**src/cmd_decode_pkg.sv**
```systemverilog
// Package for the command decoder and bank state tracker
// Assumes a single 50 MHz clock domain; timing counts are in clock cycles
package cmd_decode_pkg;

    // ------------------------------------------------------------------
    // Clock and timing
    // ------------------------------------------------------------------
    localparam int CLK_PERIOD_NS = 20;
    localparam int T_RP_NS       = 15;
    localparam int T_RCD_NS      = 15;
    localparam int T_RFC_NS      = 128;
    localparam int T_MRD_CK      = 2;
    localparam int T_XSNR_NS     = 138;
    localparam int T_WR_NS       = 15;
    // Least times round up
    localparam int RP_CYC   = (T_RP_NS + CLK_PERIOD_NS - 1) / CLK_PERIOD_NS;
    localparam int RCD_CYC  = (T_RCD_NS + CLK_PERIOD_NS - 1) / CLK_PERIOD_NS;
    localparam int RFC_CYC  = (T_RFC_NS + CLK_PERIOD_NS - 1) / CLK_PERIOD_NS;
    localparam int MRD_CYC  = T_MRD_CK;
    localparam int XSNR_CYC = (T_XSNR_NS + CLK_PERIOD_NS - 1) / CLK_PERIOD_NS;
    localparam int WR_CYC   = (T_WR_NS + CLK_PERIOD_NS - 1) / CLK_PERIOD_NS;
    localparam int BURST_LEN = 4;
    localparam int BURST_CYC = BURST_LEN / 2;

    // ------------------------------------------------------------------
    // Widths and field positions
    // ------------------------------------------------------------------
    localparam int NUM_BANKS = 8;
    localparam int BA_W      = 3;
    localparam int ADDR_W    = 14;
    localparam int AP_BIT    = 10;
    localparam int CNT_W     = 8;

    // ------------------------------------------------------------------
    // Decoded command codes
    // ------------------------------------------------------------------
    typedef enum logic [3:0] {
        CMD_DESEL    = 4'h0,
        CMD_NOP      = 4'h1,
        CMD_MODE     = 4'h2,
        CMD_REFRESH  = 4'h3,
        CMD_SR_ENTER = 4'h4,
        CMD_SR_EXIT  = 4'h5,
        CMD_PRE      = 4'h6,
        CMD_PRE_ALL  = 4'h7,
        CMD_ACT      = 4'h8,
        CMD_WRITE    = 4'h9,
        CMD_WRITE_AP = 4'ha,
        CMD_READ     = 4'hb,
        CMD_READ_AP  = 4'hc,
        CMD_PD_ENTER = 4'hd,
        CMD_PD_EXIT  = 4'he,
        CMD_ILLEGAL  = 4'hf
    } cmd_e;

    // Per-bank state
    typedef enum logic [2:0] {
        BK_IDLE     = 3'h0,
        BK_ACTIVATE = 3'h1,
        BK_ACTIVE   = 3'h2,
        BK_READ     = 3'h3,
        BK_WRITE    = 3'h4,
        BK_READ_AP  = 3'h5,
        BK_WRITE_AP = 3'h6,
        BK_PRECHG   = 3'h7
    } bank_e;

    // Device-wide state
    typedef enum logic [2:0] {
        DV_NORMAL  = 3'h0,
        DV_REFRESH = 3'h1,
        DV_MODE    = 3'h2,
        DV_SELFREF = 3'h3,
        DV_XSNR    = 3'h4,
        DV_PWRDN   = 3'h5
    } dev_e;

    // Command bus sampled from the pins
    typedef struct packed {
        logic              cke;
        logic              cs_n;
        logic              ras_n;
        logic              cas_n;
        logic              we_n;
        logic [BA_W-1:0]   ba;
        logic [ADDR_W-1:0] addr;
    } cmd_bus_s;

    // Mode register write
    typedef struct packed {
        logic              valid;
        logic [BA_W-1:0]   sel;
        logic [ADDR_W-1:0] value;
    } mode_wr_s;

endpackage : cmd_decode_pkg

```
**src/cmd_bank_tracker.sv**
```systemverilog
// Command decoder and per-bank state tracker for a DDR2 memory core
// Assumes command pins arrive asynchronously and are synchronised here;
// the controller keeps to the legal command order
// Functional notes
// RL1: Decode command from chip select, strobes and clock enable at rising edge.
// RL2: Mode load uses bank address to choose the mode register written.
// RL3: Refresh and mode load are device wide; all banks idle assumed.
// RL4: Self refresh ends as soon as clock enable goes high.
// RL5: Controller keeps power-down short enough for refresh interval.
// RL6: Burst of four always completes; later commands do not cut it. The tracker lets a read, write or precharge to the bank end it early.
// RL7: Termination control never alters decode; termination off in self refresh.
// RL8: Third bank address bit used only for one gigabit or larger.
// RL9: Deselect and no-operation leave every bank unchanged.
// RL10: Bank table applies with clock enable high twice and exit delay met.
// RL11: Idle after precharge time and read finished; only idle accepts activate.
// RL12: Row active after activate delay; accepts read, write, precharge.
// RL13: Bank in read or write without auto precharge accepts new column commands.
// RL14: Controller sends nothing to a bank while precharging, activating or auto-precharging.
// RL15: Precharge keeps bank busy for precharge time, then idle.
// RL16: Auto precharge access keeps bank busy until precharge time, then idle.
// RL17: Activate holds activating state for activate delay, then row active.
// RL18: Refresh busy for refresh cycle time, then all banks idle.
// RL19: Mode access busy for mode delay, then all banks idle.
// RL20: Controller drives only deselect or no-operation during device-wide busy.
// RL21: Controller ensures each bank precharged together may be precharged.
// RL22: Write after read only once read burst ends; unlisted cases illegal. The tracker takes a write to a bank in read without flagging it.
// RL23: Address bit ten selects auto precharge or all-bank precharge when high.
`timescale 1ns/100ps

module cmd_bank_tracker #(
    parameter int  NUM_BANKS = cmd_decode_pkg::NUM_BANKS,
    parameter bit  DENSE     = 1'b1
) (
    // Clock and reset
    input  wire logic                               mclk,
    input  wire logic                               rst_n,
    // Command pins from the controller
    input  wire cmd_decode_pkg::cmd_bus_s           cmd_pins,
    input  wire logic                               odt_pin,
    // Decode results
    output cmd_decode_pkg::cmd_e                    cmd_code,
    output cmd_decode_pkg::mode_wr_s                mode_wr,
    output cmd_decode_pkg::dev_e                    dev_state,
    output cmd_decode_pkg::bank_e [NUM_BANKS-1:0]   bank_state,
    output logic                                    odt_active,
    output logic                                    illegal_cmd
);

    // ------------------------------------------------------------------
    // Input synchroniser
    // ------------------------------------------------------------------
    cmd_decode_pkg::cmd_bus_s sync1_r;
    cmd_decode_pkg::cmd_bus_s smp_r;
    logic                     odt1_r;
    logic                     odt_s_r;
    logic                     cke_prev_r;

    // Two flops on every pin
    always_ff @(posedge mclk or negedge rst_n) begin
        if (!rst_n) begin
            sync1_r    <= '{cke: 1'b0, cs_n: 1'b1, ras_n: 1'b1, cas_n: 1'b1, we_n: 1'b1, default: '0};
            smp_r      <= '{cke: 1'b0, cs_n: 1'b1, ras_n: 1'b1, cas_n: 1'b1, we_n: 1'b1, default: '0};
            odt1_r     <= 1'b0;
            odt_s_r    <= 1'b0;
            cke_prev_r <= 1'b0;
        end else begin
            sync1_r    <= cmd_pins;
            smp_r      <= sync1_r;
            odt1_r     <= odt_pin;
            odt_s_r    <= odt1_r;
            cke_prev_r <= smp_r.cke;
        end
    end

    // ------------------------------------------------------------------
    // Command decode
    // ------------------------------------------------------------------
    // Decode one command from the sampled levels
    function automatic cmd_decode_pkg::cmd_e decode(
        input logic                     ckp,
        input cmd_decode_pkg::cmd_bus_s c
    );
        logic [3:0] s;
        s = {c.cs_n, c.ras_n, c.cas_n, c.we_n};
        decode = cmd_decode_pkg::CMD_ILLEGAL;
        if (c.cs_n || s == 4'h7) begin
            if (ckp && c.cke) begin
                decode = c.cs_n ? cmd_decode_pkg::CMD_DESEL : cmd_decode_pkg::CMD_NOP;
            end else if (ckp) begin
                decode = cmd_decode_pkg::CMD_PD_ENTER;
            end else if (c.cke) begin
                decode = cmd_decode_pkg::CMD_PD_EXIT;
            end else begin
                decode = cmd_decode_pkg::CMD_DESEL;
            end
        end else if (ckp && !c.cke && s == 4'h1) begin
            decode = cmd_decode_pkg::CMD_SR_ENTER;
        end else if (ckp && c.cke) begin
            if (s == 4'h0) begin
                decode = cmd_decode_pkg::CMD_MODE;
            end else if (s == 4'h1) begin
                decode = cmd_decode_pkg::CMD_REFRESH;
            end else if (s == 4'h2) begin
                // RL23: bit ten selects all banks
                decode = c.addr[cmd_decode_pkg::AP_BIT] ? cmd_decode_pkg::CMD_PRE_ALL : cmd_decode_pkg::CMD_PRE;
            end else if (s == 4'h3) begin
                decode = cmd_decode_pkg::CMD_ACT;
            end else if (s == 4'h4) begin
                // RL23: bit ten selects auto precharge
                decode = c.addr[cmd_decode_pkg::AP_BIT] ? cmd_decode_pkg::CMD_WRITE_AP : cmd_decode_pkg::CMD_WRITE;
            end else if (s == 4'h5) begin
                decode = c.addr[cmd_decode_pkg::AP_BIT] ? cmd_decode_pkg::CMD_READ_AP : cmd_decode_pkg::CMD_READ;
            end
        end
    endfunction : decode

    // RL1: decode at rising edge
    // RL7: termination pin is not an input to decode
    cmd_decode_pkg::cmd_e cmd_now;
    logic [cmd_decode_pkg::BA_W-1:0] ba_eff;
    always_comb begin
        cmd_now = decode(cke_prev_r, smp_r);
        // RL8: top bank bit only on dense parts
        ba_eff = smp_r.ba;
        if (!DENSE) begin
            ba_eff[cmd_decode_pkg::BA_W-1] = 1'b0;
        end
    end

    // ------------------------------------------------------------------
    // Device state machine
    // ------------------------------------------------------------------
    cmd_decode_pkg::dev_e dev_r, dev_nxt;
    logic [cmd_decode_pkg::CNT_W-1:0] dcnt_r, dcnt_nxt;
    logic table_ok;
    logic all_idle;

    always_comb begin
        all_idle = 1'b1;
        for (int i = 0; i < NUM_BANKS; i++) begin
            if (bank_state[i] != cmd_decode_pkg::BK_IDLE) begin
                all_idle = 1'b0;
            end
        end
    end

    // RL10: bank table only in normal state with clock enable held
    assign table_ok = (dev_r == cmd_decode_pkg::DV_NORMAL) && cke_prev_r && smp_r.cke;

    // Next device state
    always_comb begin
        dev_nxt  = dev_r;
        dcnt_nxt = (dcnt_r != '0) ? dcnt_r - 1'b1 : dcnt_r;
        case (dev_r)
            cmd_decode_pkg::DV_NORMAL: begin
                // RL3: refresh, mode load and self refresh entry rely on all banks idle; power-down entry does not
                if (cmd_now == cmd_decode_pkg::CMD_REFRESH && all_idle) begin
                    dev_nxt  = cmd_decode_pkg::DV_REFRESH;
                    dcnt_nxt = cmd_decode_pkg::CNT_W'(cmd_decode_pkg::RFC_CYC - 1);
                end else if (cmd_now == cmd_decode_pkg::CMD_MODE && all_idle) begin
                    dev_nxt  = cmd_decode_pkg::DV_MODE;
                    dcnt_nxt = cmd_decode_pkg::CNT_W'(cmd_decode_pkg::MRD_CYC - 1);
                end else if (cmd_now == cmd_decode_pkg::CMD_SR_ENTER && all_idle) begin
                    dev_nxt = cmd_decode_pkg::DV_SELFREF;
                end else if (cmd_now == cmd_decode_pkg::CMD_PD_ENTER) begin
                    dev_nxt = cmd_decode_pkg::DV_PWRDN;
                end
            end
            // RL18: busy for refresh cycle time
            cmd_decode_pkg::DV_REFRESH: begin
                if (dcnt_r == '0) begin
                    dev_nxt = cmd_decode_pkg::DV_NORMAL;
                end
            end
            // RL19: busy for mode delay
            cmd_decode_pkg::DV_MODE: begin
                if (dcnt_r == '0) begin
                    dev_nxt = cmd_decode_pkg::DV_NORMAL;
                end
            end
            // RL4: leave on clock enable high alone
            cmd_decode_pkg::DV_SELFREF: begin
                if (smp_r.cke) begin
                    dev_nxt  = cmd_decode_pkg::DV_XSNR;
                    dcnt_nxt = cmd_decode_pkg::CNT_W'(cmd_decode_pkg::XSNR_CYC - 1);
                end
            end
            cmd_decode_pkg::DV_XSNR: begin
                if (dcnt_r == '0) begin
                    dev_nxt = cmd_decode_pkg::DV_NORMAL;
                end
            end
            cmd_decode_pkg::DV_PWRDN: begin
                if (smp_r.cke) begin
                    dev_nxt = cmd_decode_pkg::DV_NORMAL;
                end
            end
            default: dev_nxt = cmd_decode_pkg::DV_NORMAL;
        endcase
    end

    always_ff @(posedge mclk or negedge rst_n) begin
        if (!rst_n) begin
            dev_r  <= cmd_decode_pkg::DV_NORMAL;
            dcnt_r <= '0;
        end else begin
            dev_r  <= dev_nxt;
            dcnt_r <= dcnt_nxt;
        end
    end

    // ------------------------------------------------------------------
    // Per-bank trackers
    // ------------------------------------------------------------------
    logic [NUM_BANKS-1:0] bad_bank;

    for (genvar g = 0; g < NUM_BANKS; g++) begin : g_bank
        cmd_decode_pkg::bank_e            st_r, st_nxt;
        logic [cmd_decode_pkg::CNT_W-1:0] cnt_r, cnt_nxt;
        logic                             hit;
        logic                             pre_hit;

        // Next state of one bank
        always_comb begin
            hit      = table_ok && (ba_eff == cmd_decode_pkg::BA_W'(g));
            pre_hit  = table_ok && (cmd_now == cmd_decode_pkg::CMD_PRE_ALL);
            st_nxt   = st_r;
            cnt_nxt  = (cnt_r != '0) ? cnt_r - 1'b1 : cnt_r;
            bad_bank[g] = 1'b0;
            case (st_r)
                // RL11: only idle accepts activate
                cmd_decode_pkg::BK_IDLE: begin
                    if (hit && cmd_now == cmd_decode_pkg::CMD_ACT) begin
                        st_nxt  = cmd_decode_pkg::BK_ACTIVATE;
                        cnt_nxt = cmd_decode_pkg::CNT_W'(cmd_decode_pkg::RCD_CYC - 1);
                    end
                end
                // RL17: activating until activate delay met
                cmd_decode_pkg::BK_ACTIVATE: begin
                    if (cnt_r == '0) begin
                        st_nxt = cmd_decode_pkg::BK_ACTIVE;
                    end
                end
                // RL12: row active column and precharge  RL13: open bursts accept more
                cmd_decode_pkg::BK_ACTIVE, cmd_decode_pkg::BK_READ, cmd_decode_pkg::BK_WRITE: begin
                    // RL6: burst of four runs to its end unless a new read, write or precharge to the bank replaces it
                    if (st_r != cmd_decode_pkg::BK_ACTIVE && cnt_r == '0) begin
                        st_nxt = cmd_decode_pkg::BK_ACTIVE;
                    end
                    if (pre_hit || (hit && cmd_now == cmd_decode_pkg::CMD_PRE)) begin
                        st_nxt  = cmd_decode_pkg::BK_PRECHG;
                        cnt_nxt = cmd_decode_pkg::CNT_W'(cmd_decode_pkg::RP_CYC - 1);
                    end else if (hit && cmd_now == cmd_decode_pkg::CMD_READ) begin
                        st_nxt  = cmd_decode_pkg::BK_READ;
                        cnt_nxt = cmd_decode_pkg::CNT_W'(cmd_decode_pkg::BURST_CYC - 1);
                    end else if (hit && cmd_now == cmd_decode_pkg::CMD_WRITE) begin
                        st_nxt  = cmd_decode_pkg::BK_WRITE;
                        cnt_nxt = cmd_decode_pkg::CNT_W'(cmd_decode_pkg::BURST_CYC - 1);
                    end else if (hit && cmd_now == cmd_decode_pkg::CMD_READ_AP) begin
                        st_nxt  = cmd_decode_pkg::BK_READ_AP;
                        cnt_nxt = cmd_decode_pkg::CNT_W'(cmd_decode_pkg::BURST_CYC + cmd_decode_pkg::RP_CYC - 1);
                    end else if (hit && cmd_now == cmd_decode_pkg::CMD_WRITE_AP) begin
                        st_nxt  = cmd_decode_pkg::BK_WRITE_AP;
                        cnt_nxt = cmd_decode_pkg::CNT_W'(cmd_decode_pkg::BURST_CYC + cmd_decode_pkg::WR_CYC
                                                          + cmd_decode_pkg::RP_CYC - 1);
                    end else if (hit && cmd_now == cmd_decode_pkg::CMD_ACT) begin
                        bad_bank[g] = 1'b1;
                    end
                end
                // RL15: precharge time then idle  RL16: auto precharge then idle
                default: begin
                    if (cnt_r == '0) begin
                        st_nxt = cmd_decode_pkg::BK_IDLE;
                    end
                    // RL14: activate, read or write to a precharging or auto-precharging bank is flagged
                    if (hit && cmd_now > cmd_decode_pkg::CMD_PRE_ALL) begin
                        bad_bank[g] = 1'b1;
                    end
                end
            endcase
            // RL9: deselect and no-operation fall through untouched
        end

        always_ff @(posedge mclk or negedge rst_n) begin
            if (!rst_n) begin
                st_r  <= cmd_decode_pkg::BK_IDLE;
                cnt_r <= '0;
            end else begin
                st_r  <= st_nxt;
                cnt_r <= cnt_nxt;
            end
        end

        assign bank_state[g] = st_r;
    end

    // ------------------------------------------------------------------
    // Registered outputs
    // ------------------------------------------------------------------
    cmd_decode_pkg::mode_wr_s mode_nxt;
    cmd_decode_pkg::cmd_e     code_nxt;
    logic                     odt_nxt;
    logic                     ill_nxt;

    // Output next values
    always_comb begin
        // RL1: clock enable exit named by the state it leaves
        code_nxt = (cmd_now == cmd_decode_pkg::CMD_PD_EXIT && dev_r == cmd_decode_pkg::DV_SELFREF)
                   ? cmd_decode_pkg::CMD_SR_EXIT : cmd_now;
        // RL2: bank address picks the mode register
        mode_nxt.valid = (dev_r == cmd_decode_pkg::DV_NORMAL) && (cmd_now == cmd_decode_pkg::CMD_MODE) && all_idle;
        mode_nxt.sel   = ba_eff;
        mode_nxt.value = smp_r.addr;
        // RL7: termination off in self refresh
        odt_nxt = odt_s_r && (dev_r != cmd_decode_pkg::DV_SELFREF) && (dev_nxt != cmd_decode_pkg::DV_SELFREF);
        ill_nxt = (|bad_bank) || (table_ok && cmd_now == cmd_decode_pkg::CMD_ILLEGAL)
                  || ((dev_r == cmd_decode_pkg::DV_REFRESH || dev_r == cmd_decode_pkg::DV_MODE)
                      && cmd_now != cmd_decode_pkg::CMD_DESEL && cmd_now != cmd_decode_pkg::CMD_NOP);
    end

    always_ff @(posedge mclk or negedge rst_n) begin
        if (!rst_n) begin
            cmd_code    <= cmd_decode_pkg::CMD_DESEL;
            mode_wr     <= '0;
            odt_active  <= 1'b0;
            illegal_cmd <= 1'b0;
        end else begin
            cmd_code    <= code_nxt;
            mode_wr     <= mode_nxt;
            odt_active  <= odt_nxt;
            illegal_cmd <= ill_nxt;
        end
    end

    assign dev_state = dev_r;
endmodule : cmd_bank_tracker

```
**config.mk**
```make
export PLATFORM = sky130hd
export DESIGN_NAME = cmd_bank_tracker
export DESIGN_NICKNAME = d
export VERILOG_FILES = /design/src/cmd_decode_pkg.sv /design/src/cmd_bank_tracker.sv
export SDC_FILE = /design/constraint.sdc
export NUM_CORES = 1
export LEC_CHECK = 0
export BUFFER_PORTS_ARGS = -buffer_cell sky130_fd_sc_hd__buf_4
export CAP_MARGIN = 20
export CORE_AREA = 4 4 149 137
export CTS_CLUSTER_DIAMETER = 100
export DETAILED_ROUTE_END_ITERATION = 10
export DIE_AREA = 0 0 153 141
export PLACE_DENSITY = 0.7
export SYNTH_ARGS = -nofsm -noshare
export SYNTH_HDL_FRONTEND = slang
export SYNTH_SLANG_ARGS = --single-unit
```
**constraint.sdc**
```tcl
create_clock -name mclk -period 8.4 [get_ports mclk]
set_clock_uncertainty 0.1 [all_clocks]
set_input_delay 1.26 -clock mclk [delete_from_list [all_inputs] [get_ports mclk]]
set_output_delay 1.26 -clock mclk [all_outputs]
set_load 0.1 [all_outputs]
```
==> metrics.yaml, run 1 <==
synth-seq-cells: 170
synth_fp_nets: 1016
path_class: "flip-flop to flip-flop"
rows: 48
leakagePower_nw: 4.56
grt_util_met3_pct: 4.14
holdPathStages: 0
crit_slowest_cell: "or4_1"
synthTopCellsByArea: "dfrtp_1, nor2_1, a21oi_1"
finalSetupViolCount: 0
postCtsHoldBufs: 0
seq_power_share_pct: 35.0
hold_viol: 0
cts_tree: "yes"
powerDensity_nw_per_um2: 347
max_freq_mhz: 270
clockRootBuffer: "clkbuf_16"
r2r_slack_ns: 4.70
worst_r2r_path_depth: 9
die_y_um: 141
cts.repair.resized: 0
synthTopCellsByCount: "dfrtp_1, nor2_1, nand2_1"
min_to: "mode_nxt[3]"
min_period_over_period_pct: 44.0
status: "complete, no violations"
hold_path.startpoint: "sync1_r[3]"
grt_busiest_layer: "met2"
critPathMaxFanout: 15
antenna_found_initial: 0
cts.clk_slew.worst_paths_ns: 0.07
synth.most_common_cell: "dfrtp_1"
power_switching_mw: 1.64
path_cells: "ha_1 -> nand2b_2 -> o22ai_1 -> or4_1 -> a211oi_4 -> or2_1 -> a21oi_1 -> o21ai_0 -> nor2_1"
grt_pass1_wl_um: 35900
grtUsageMet2_pct: 32.5
pwr-share-comb_pct: 42.9
slew_violations: 0
firstDrtPassIters: 6
h-tree-depth: 4
ir_worst_vdd_v: 0.000234
vias_per_cell: 5.69
io_pins: 76
grt_setup_unrepaired: "false"
synth_edf_count: 0
min_path_type: "flip-flop to flip-flop"
tns_ns: 0
routed_wl_um: 21700
n_antenna_cell: 0
cts_buffers: 17
worstSkewPairLatency_ns: 0.44
wl_per_cell_um: 16.8
gr-usage-met1_pct: 28.8
overflow: 0
swShare_pct: 45.3
vias: 7344
drc: 0
synth_flop_cell: "dfrtp_1"
syn_inst: 970
p_int_mw: 1.98
die_x_um: 153
initial_core_util_pct: 48.4
die_area_um2: 21600
reg2reg_from: "smp_r[21]"
critPathMaxStageDelay_ns: 0.75
crit_family: "compound AO/OA/AOI/OAI gates"
dpl-instance-area_um2: 9820
worstPathArrival_ns: 3.89
start_kind: "flip-flop"
relSlewSlack_pct: 28.7
required_ns: 8.59
post-route-min-period_ns: 3.70
synth.largest_area_cell: "dfrtp_1"
r2r-end: "g_bank[0].cnt_r[6]"
dpl.hpwl_um: 15100
synth_cell_type_count: 85
grt_max_degree: 94
whs_ns: 0.248
crit_path_end_kind: "flip-flop"
seq_area_frac_synth_pct: 46.7
port_buffers: 75
synth_top_area_share_pct: 44.4
first_iter_violations: 713
area_growth_pct: 14.3
core_area_um2: 18900
clock_sinks: 170
grt_pass1_vias: 7013
grt_usage_pct: 20.3
ys.warnings.count: 0
drive_above_1_share_pct: 14.6
avgSynthCellArea_um2: 9.41
syn_area_um2: 9130
place_congestion: 0.902
drtAntennaViolNets: 0
clkPwrFrac_pct: 22.1
post-cts-setup-buffers: 0
fin_area_um2: 10400
async_flop_share_pct: 100
path_buf_inv: 0
cts_buffer_depth: 2
tightest_slew_ns: 1.06
finalNetCount: 1073
max-cap-violations: 0
[how the worst max path moves through the flow]
| stage | end | cells past startpoint | startpoint | slack (ns) |
|---|---|---|---|---|
| after detailed placement | g_bank[0].cnt_r[7] | 9 | smp_r[21] | 4.75 |
| after floorplan | g_bank[4].st_r[0] | 12 | dev_state[1] | 5.02 |
| after CTS | g_bank[0].cnt_r[7] | 9 | smp_r[21] | 4.74 |
| after global routing | g_bank[0].cnt_r[3] | 9 | smp_r[21] | 4.45 |
| after global placement | g_bank[1].cnt_r[7] | 9 | dev_state[1] | 4.80 |
| final | g_bank[0].cnt_r[6] | 9 | smp_r[21] | 4.70 |
[flip-flops by register name (all words and copies together) (netlist names)]
signal	cells
ba_eff	3
cke_prev_r	1
cmd_code	4
dcnt_r	8
dev_state	3
g_bank.cnt_r	64
g_bank.st_r	24
illegal_cmd	1
mode_nxt	14
mode_wr	18
odt1_r	1
odt_active	1
odt_s_r	1
smp_r	5
sync1_r	22
[metal layers]
| metal | wire, um | vias up |
|---|---|---|
| met1 | 9950 | 3534 |
| met2 | 10100 | 246 |
| met4 | 280 | 0 |
| met3 | 1390 | 22 |
| li1 | - | 3542 |
| met5 | 0 | - |
[area by class of cell]
class | count | area, um^2
Clock buffer | 17 | 425
Tap cell | 250 | 313
Sequential cell | 170 | 4260
Timing Repair Buffer | 78 | 589
Inverter | 36 | 135
Clock inverter | 15 | 194
Multi-Input combinational cell | 724 | 4510
Fill cell | 1732 | 8420
[per-stage QoR]
| step | worst slack (ns) | power, mW | instances | utilization [%] |
|---|---|---|---|---|
| floorplan | 5.02 | 2.48 | 970 | - |
| global placement | 4.80 | 2.78 | 1258 | 52.1 |
| detailed placement | 4.75 | 2.82 | 1258 | 52.1 |
| CTS | 4.74 | 3.64 | 1290 | 55.3 |
| global route | 4.45 | 3.87 | 1290 | 55.3 |
| finish | 4.70 | 3.62 | 1290 | 55.3 |
[cells by family (layout without fill, tap and decap cells)]
| family | after synthesis | after routing | share of synthesized area, % |
|---|---|---|---|
| mux | 11 | 11 | 1.32 |
| xor+xnor | 62 | 62 | 5.95 |
| flops | 170 | 170 | 46.7 |
| compound gates | 263 | 263 | 18.9 |
| simple gates | 366 | 366 | 20.3 |
| buf+inv | 76 | 146 | 3.82 |
| fa+ha+maj | 22 | 22 | 2.99 |
[cells in the final DEF, fill, tap and decap left out, drive strengths merged, types with 11 or more instances in the layout]
cell type / Yosys / layout
dfrtp: 162 / 162
nor2: 126 / 126
nand2: 91 / 91
buf: 17 / 78
a21oi: 78 / 78
o21ai: 69 / 69
inv: 36 / 43
xnor2: 38 / 38
nor3: 30 / 30
xor2: 24 / 24
nand3: 22 / 22
ha: 21 / 21
o22ai: 18 / 18
clkbuf: 23 / 17
nand2b: 15 / 15
nor3b: 13 / 13
nor2b: 12 / 12
a21o: 12 / 12
or3: 11 / 11
nor4: 11 / 11
[power by group through the flow]
| stage | clock, mW | combinational [mW] | sequential [mW] |
|---|---|---|---|
| 6_report | 0.801 | 1.55 | 1.27 |
| 5_1_grt | 0.861 | 1.71 | 1.30 |
| 4_1_cts | 0.822 | 1.56 | 1.26 |
| 3_5_place_dp | 0 | 1.54 | 1.28 |
| 3_3_place_gp | 0 | 1.51 | 1.27 |
| 2_1_floorplan | 0 | 0.978 | 1.50 |
Note: power is estimated with default switching activity, not from simulation.
==> inputs of run 2 (changes only) <==
Clock period 8.4 ns to 3.5 ns, I/O delays scaled along.
==> run 2 against run 1 <==
  * Combinational power rose by 150%
  * Routed wire length up 0.75%
  * Fmax is 13% higher
  * Sequential power rose by 140%
  * Critical endpoint is now g_bank[0].st_r[0]
  * Setup slack worse by 4.5 ns
  * Flip-flop and latch count is the same
  * Largest cell class unchanged
  * First-iteration DRC count is 8.0% higher
  * Hold slack worse by 0.16 ns
  * Critical path depth increased by 1
==> metrics.yaml, run 2 (synthesis gave the netlist of run 1 again) <==
hold_path.startpoint: "cmd_pins[5]"
io_pins: 76
crit_family: "compound AO/OA/AOI/OAI gates"
overflow: 0
port_buffers: 75
grt_pass1_vias: 7208
dpl.cell_count: 1289
dpl-instance-area_um2: 10100
min_to: "sync1_r[5]"
relSlewSlack_pct: 38.8
fin_area_um2: 10700
ir_worst_vdd_v: 0.000534
worstPathArrival_ns: 3.48
rows: 48
initial_core_util_pct: 48.4
grt_max_degree: 65
wl_per_cell_um: 16.6
holdPathStages: 1
tightest_slew_ns: 0.909
dpl.hpwl_um: 15900
die_area_um2: 21600
grt_pass1_wl_um: 36800
vias_per_cell: 5.60
max-cap-violations: 0
clockRootBuffer: "clkbuf_16"
finalSetupViolCount: 0
top_regs: "g_bank.cnt_r: 64 flops, g_bank.st_r: 24 flops, sync1_r: 22 flops"
drive_above_1_share_pct: 17.2
post-route-min-period_ns: 3.26
leakagePower_nw: 4.74
grt_setup_unrepaired: "false"
antenna_found_initial: 0
cts_buffer_depth: 2
drc: 0
area_growth_pct: 17.4
path_buf_inv: 0
min_period_over_period_pct: 93.2
grt_usage_pct: 20.9
min_path_type: "primary input to flip-flop"
core_area_um2: 18900
powerDensity_nw_per_um2: 820
largest_reg_flops: 64
reg2reg_from: "cke_prev_r"
instances_no_fill: 1322
finalNetCount: 1105
max_freq_mhz: 307
r2r_slack_ns: 0.24
hold_viol: 0
crit_slowest_cell: "dfrtp_1"
power_mw: 8.79
cts.clk_slew.worst_paths_ns: 0.07
path_cells: "ha_1 -> nor2b_1 -> nor3_1 -> o22a_1 -> nand2b_1 -> o21a_1 -> a21oi_1 -> a22oi_2 -> a31oi_1 -> mux2_1"
critPathMaxStageDelay_ns: 0.40
cts_tree: "yes"
first_iter_violations: 770
h-tree-depth: 4
die_x_um: 153
die_y_um: 141
worst_r2r_path_depth: 10
vias: 7406
drtAntennaViolNets: 0
worstSkewPairLatency_ns: 0.44
routed_wl_um: 21900
final_cell_mix: "dfrtp_1, nor2_1, buf_4"
regMostFlops: "g_bank.cnt_r"
critPathMaxFanout: 6
whs_ns: 0.0910
n_antenna_cell: 0
clock_sinks: 170
crit_path_end_kind: "flip-flop"
firstDrtPassIters: 5
status: "complete, no violations"
path_class: "flip-flop to flip-flop"
final_common_cell: "dfrtp_1"
r2r-end: "g_bank[0].st_r[0]"
required_ns: 3.72
slew_violations: 0
start_kind: "flip-flop"
tns_ns: 0
cts_buffers: 17
place_congestion: 0.953
fillers: 1684
run 2: per-stage QoR:
step	setup WS [ns]	utilization [%]
finish	0.238	56.8
floorplan	0.120	-
global route	0.0491	56.8
detailed placement	0.231	53.4
CTS	0.217	56.7
global placement	0.309	53.4
run 2: timing repair:
action	4_1_cts	5_1_grt
endpoints found under the setup margin	0	1
hold buffers	1	0
endpoints found under the hold margin	62	0
setup buffers	0	0
gates resized for setup	0	2
run 2: worst max-delay path by stage:
| stage | start | to | slack, ns | cells after the start |
|---|---|---|---|---|
| 6_report | cke_prev_r | g_bank[0].st_r[0] | 0.24 | 10 |
| 5_1_grt | cke_prev_r | g_bank[4].st_r[0] | 0.05 | 10 |
| 4_1_cts | smp_r[17] | g_bank[2].st_r[0] | 0.22 | 8 |
| 3_5_place_dp | smp_r[17] | g_bank[2].st_r[0] | 0.23 | 8 |
| 3_3_place_gp | smp_r[17] | g_bank[2].st_r[0] | 0.31 | 8 |
| 2_1_floorplan | dev_state[1] | g_bank[4].st_r[0] | 0.12 | 12 |
run 2: layer usage:
layer / vias up / wire, um / share of wire [%] / global-route usage, %
met5: - / 0 / 0 / 0
met4: 0 / 285 / 1.3 / 5.58
met3: 25 / 1380 / 6.3 / 5.22
met2: 230 / 10200 / 46 / 32.9
met1: 3548 / 10000 / 46 / 29.1
li1: 3603 / - / - / -
run 2: where the power goes:
| group | internal, mW | switching, mW | leakage [nW] |
|---|---|---|---|
| clock network | 1.05 | 0.888 | 0.295 |
| registers | 2.46 | 0.538 | 2.07 |
| logic | 1.39 | 2.47 | 2.38 |
| total | 4.90 | 3.89 | 4.74 |
run 2: cell type report:
cell class	count	area (um^2)	area share [%]
multi-input cells	724	4530	42.3
flip-flops and latches	170	4260	39.8
repair buffers	110	857	8.00
clock buffers	18	439	4.10
well taps	250	313	2.92
clock inverters	14	176	1.65
inverters	36	135	1.26
run 2: worst reg2reg max path, cell delays in order, from the launching register on:
cell	delay [ns]
dfrtp_1	0.40
ha_1	0.31
nor2b_1	0.33
nor3_1	0.10
o22a_1	0.30
nand2b_1	0.20
o21a_1	0.29
a21oi_1	0.33
a22oi_2	0.14
a31oi_1	0.30
mux2_1	0.35
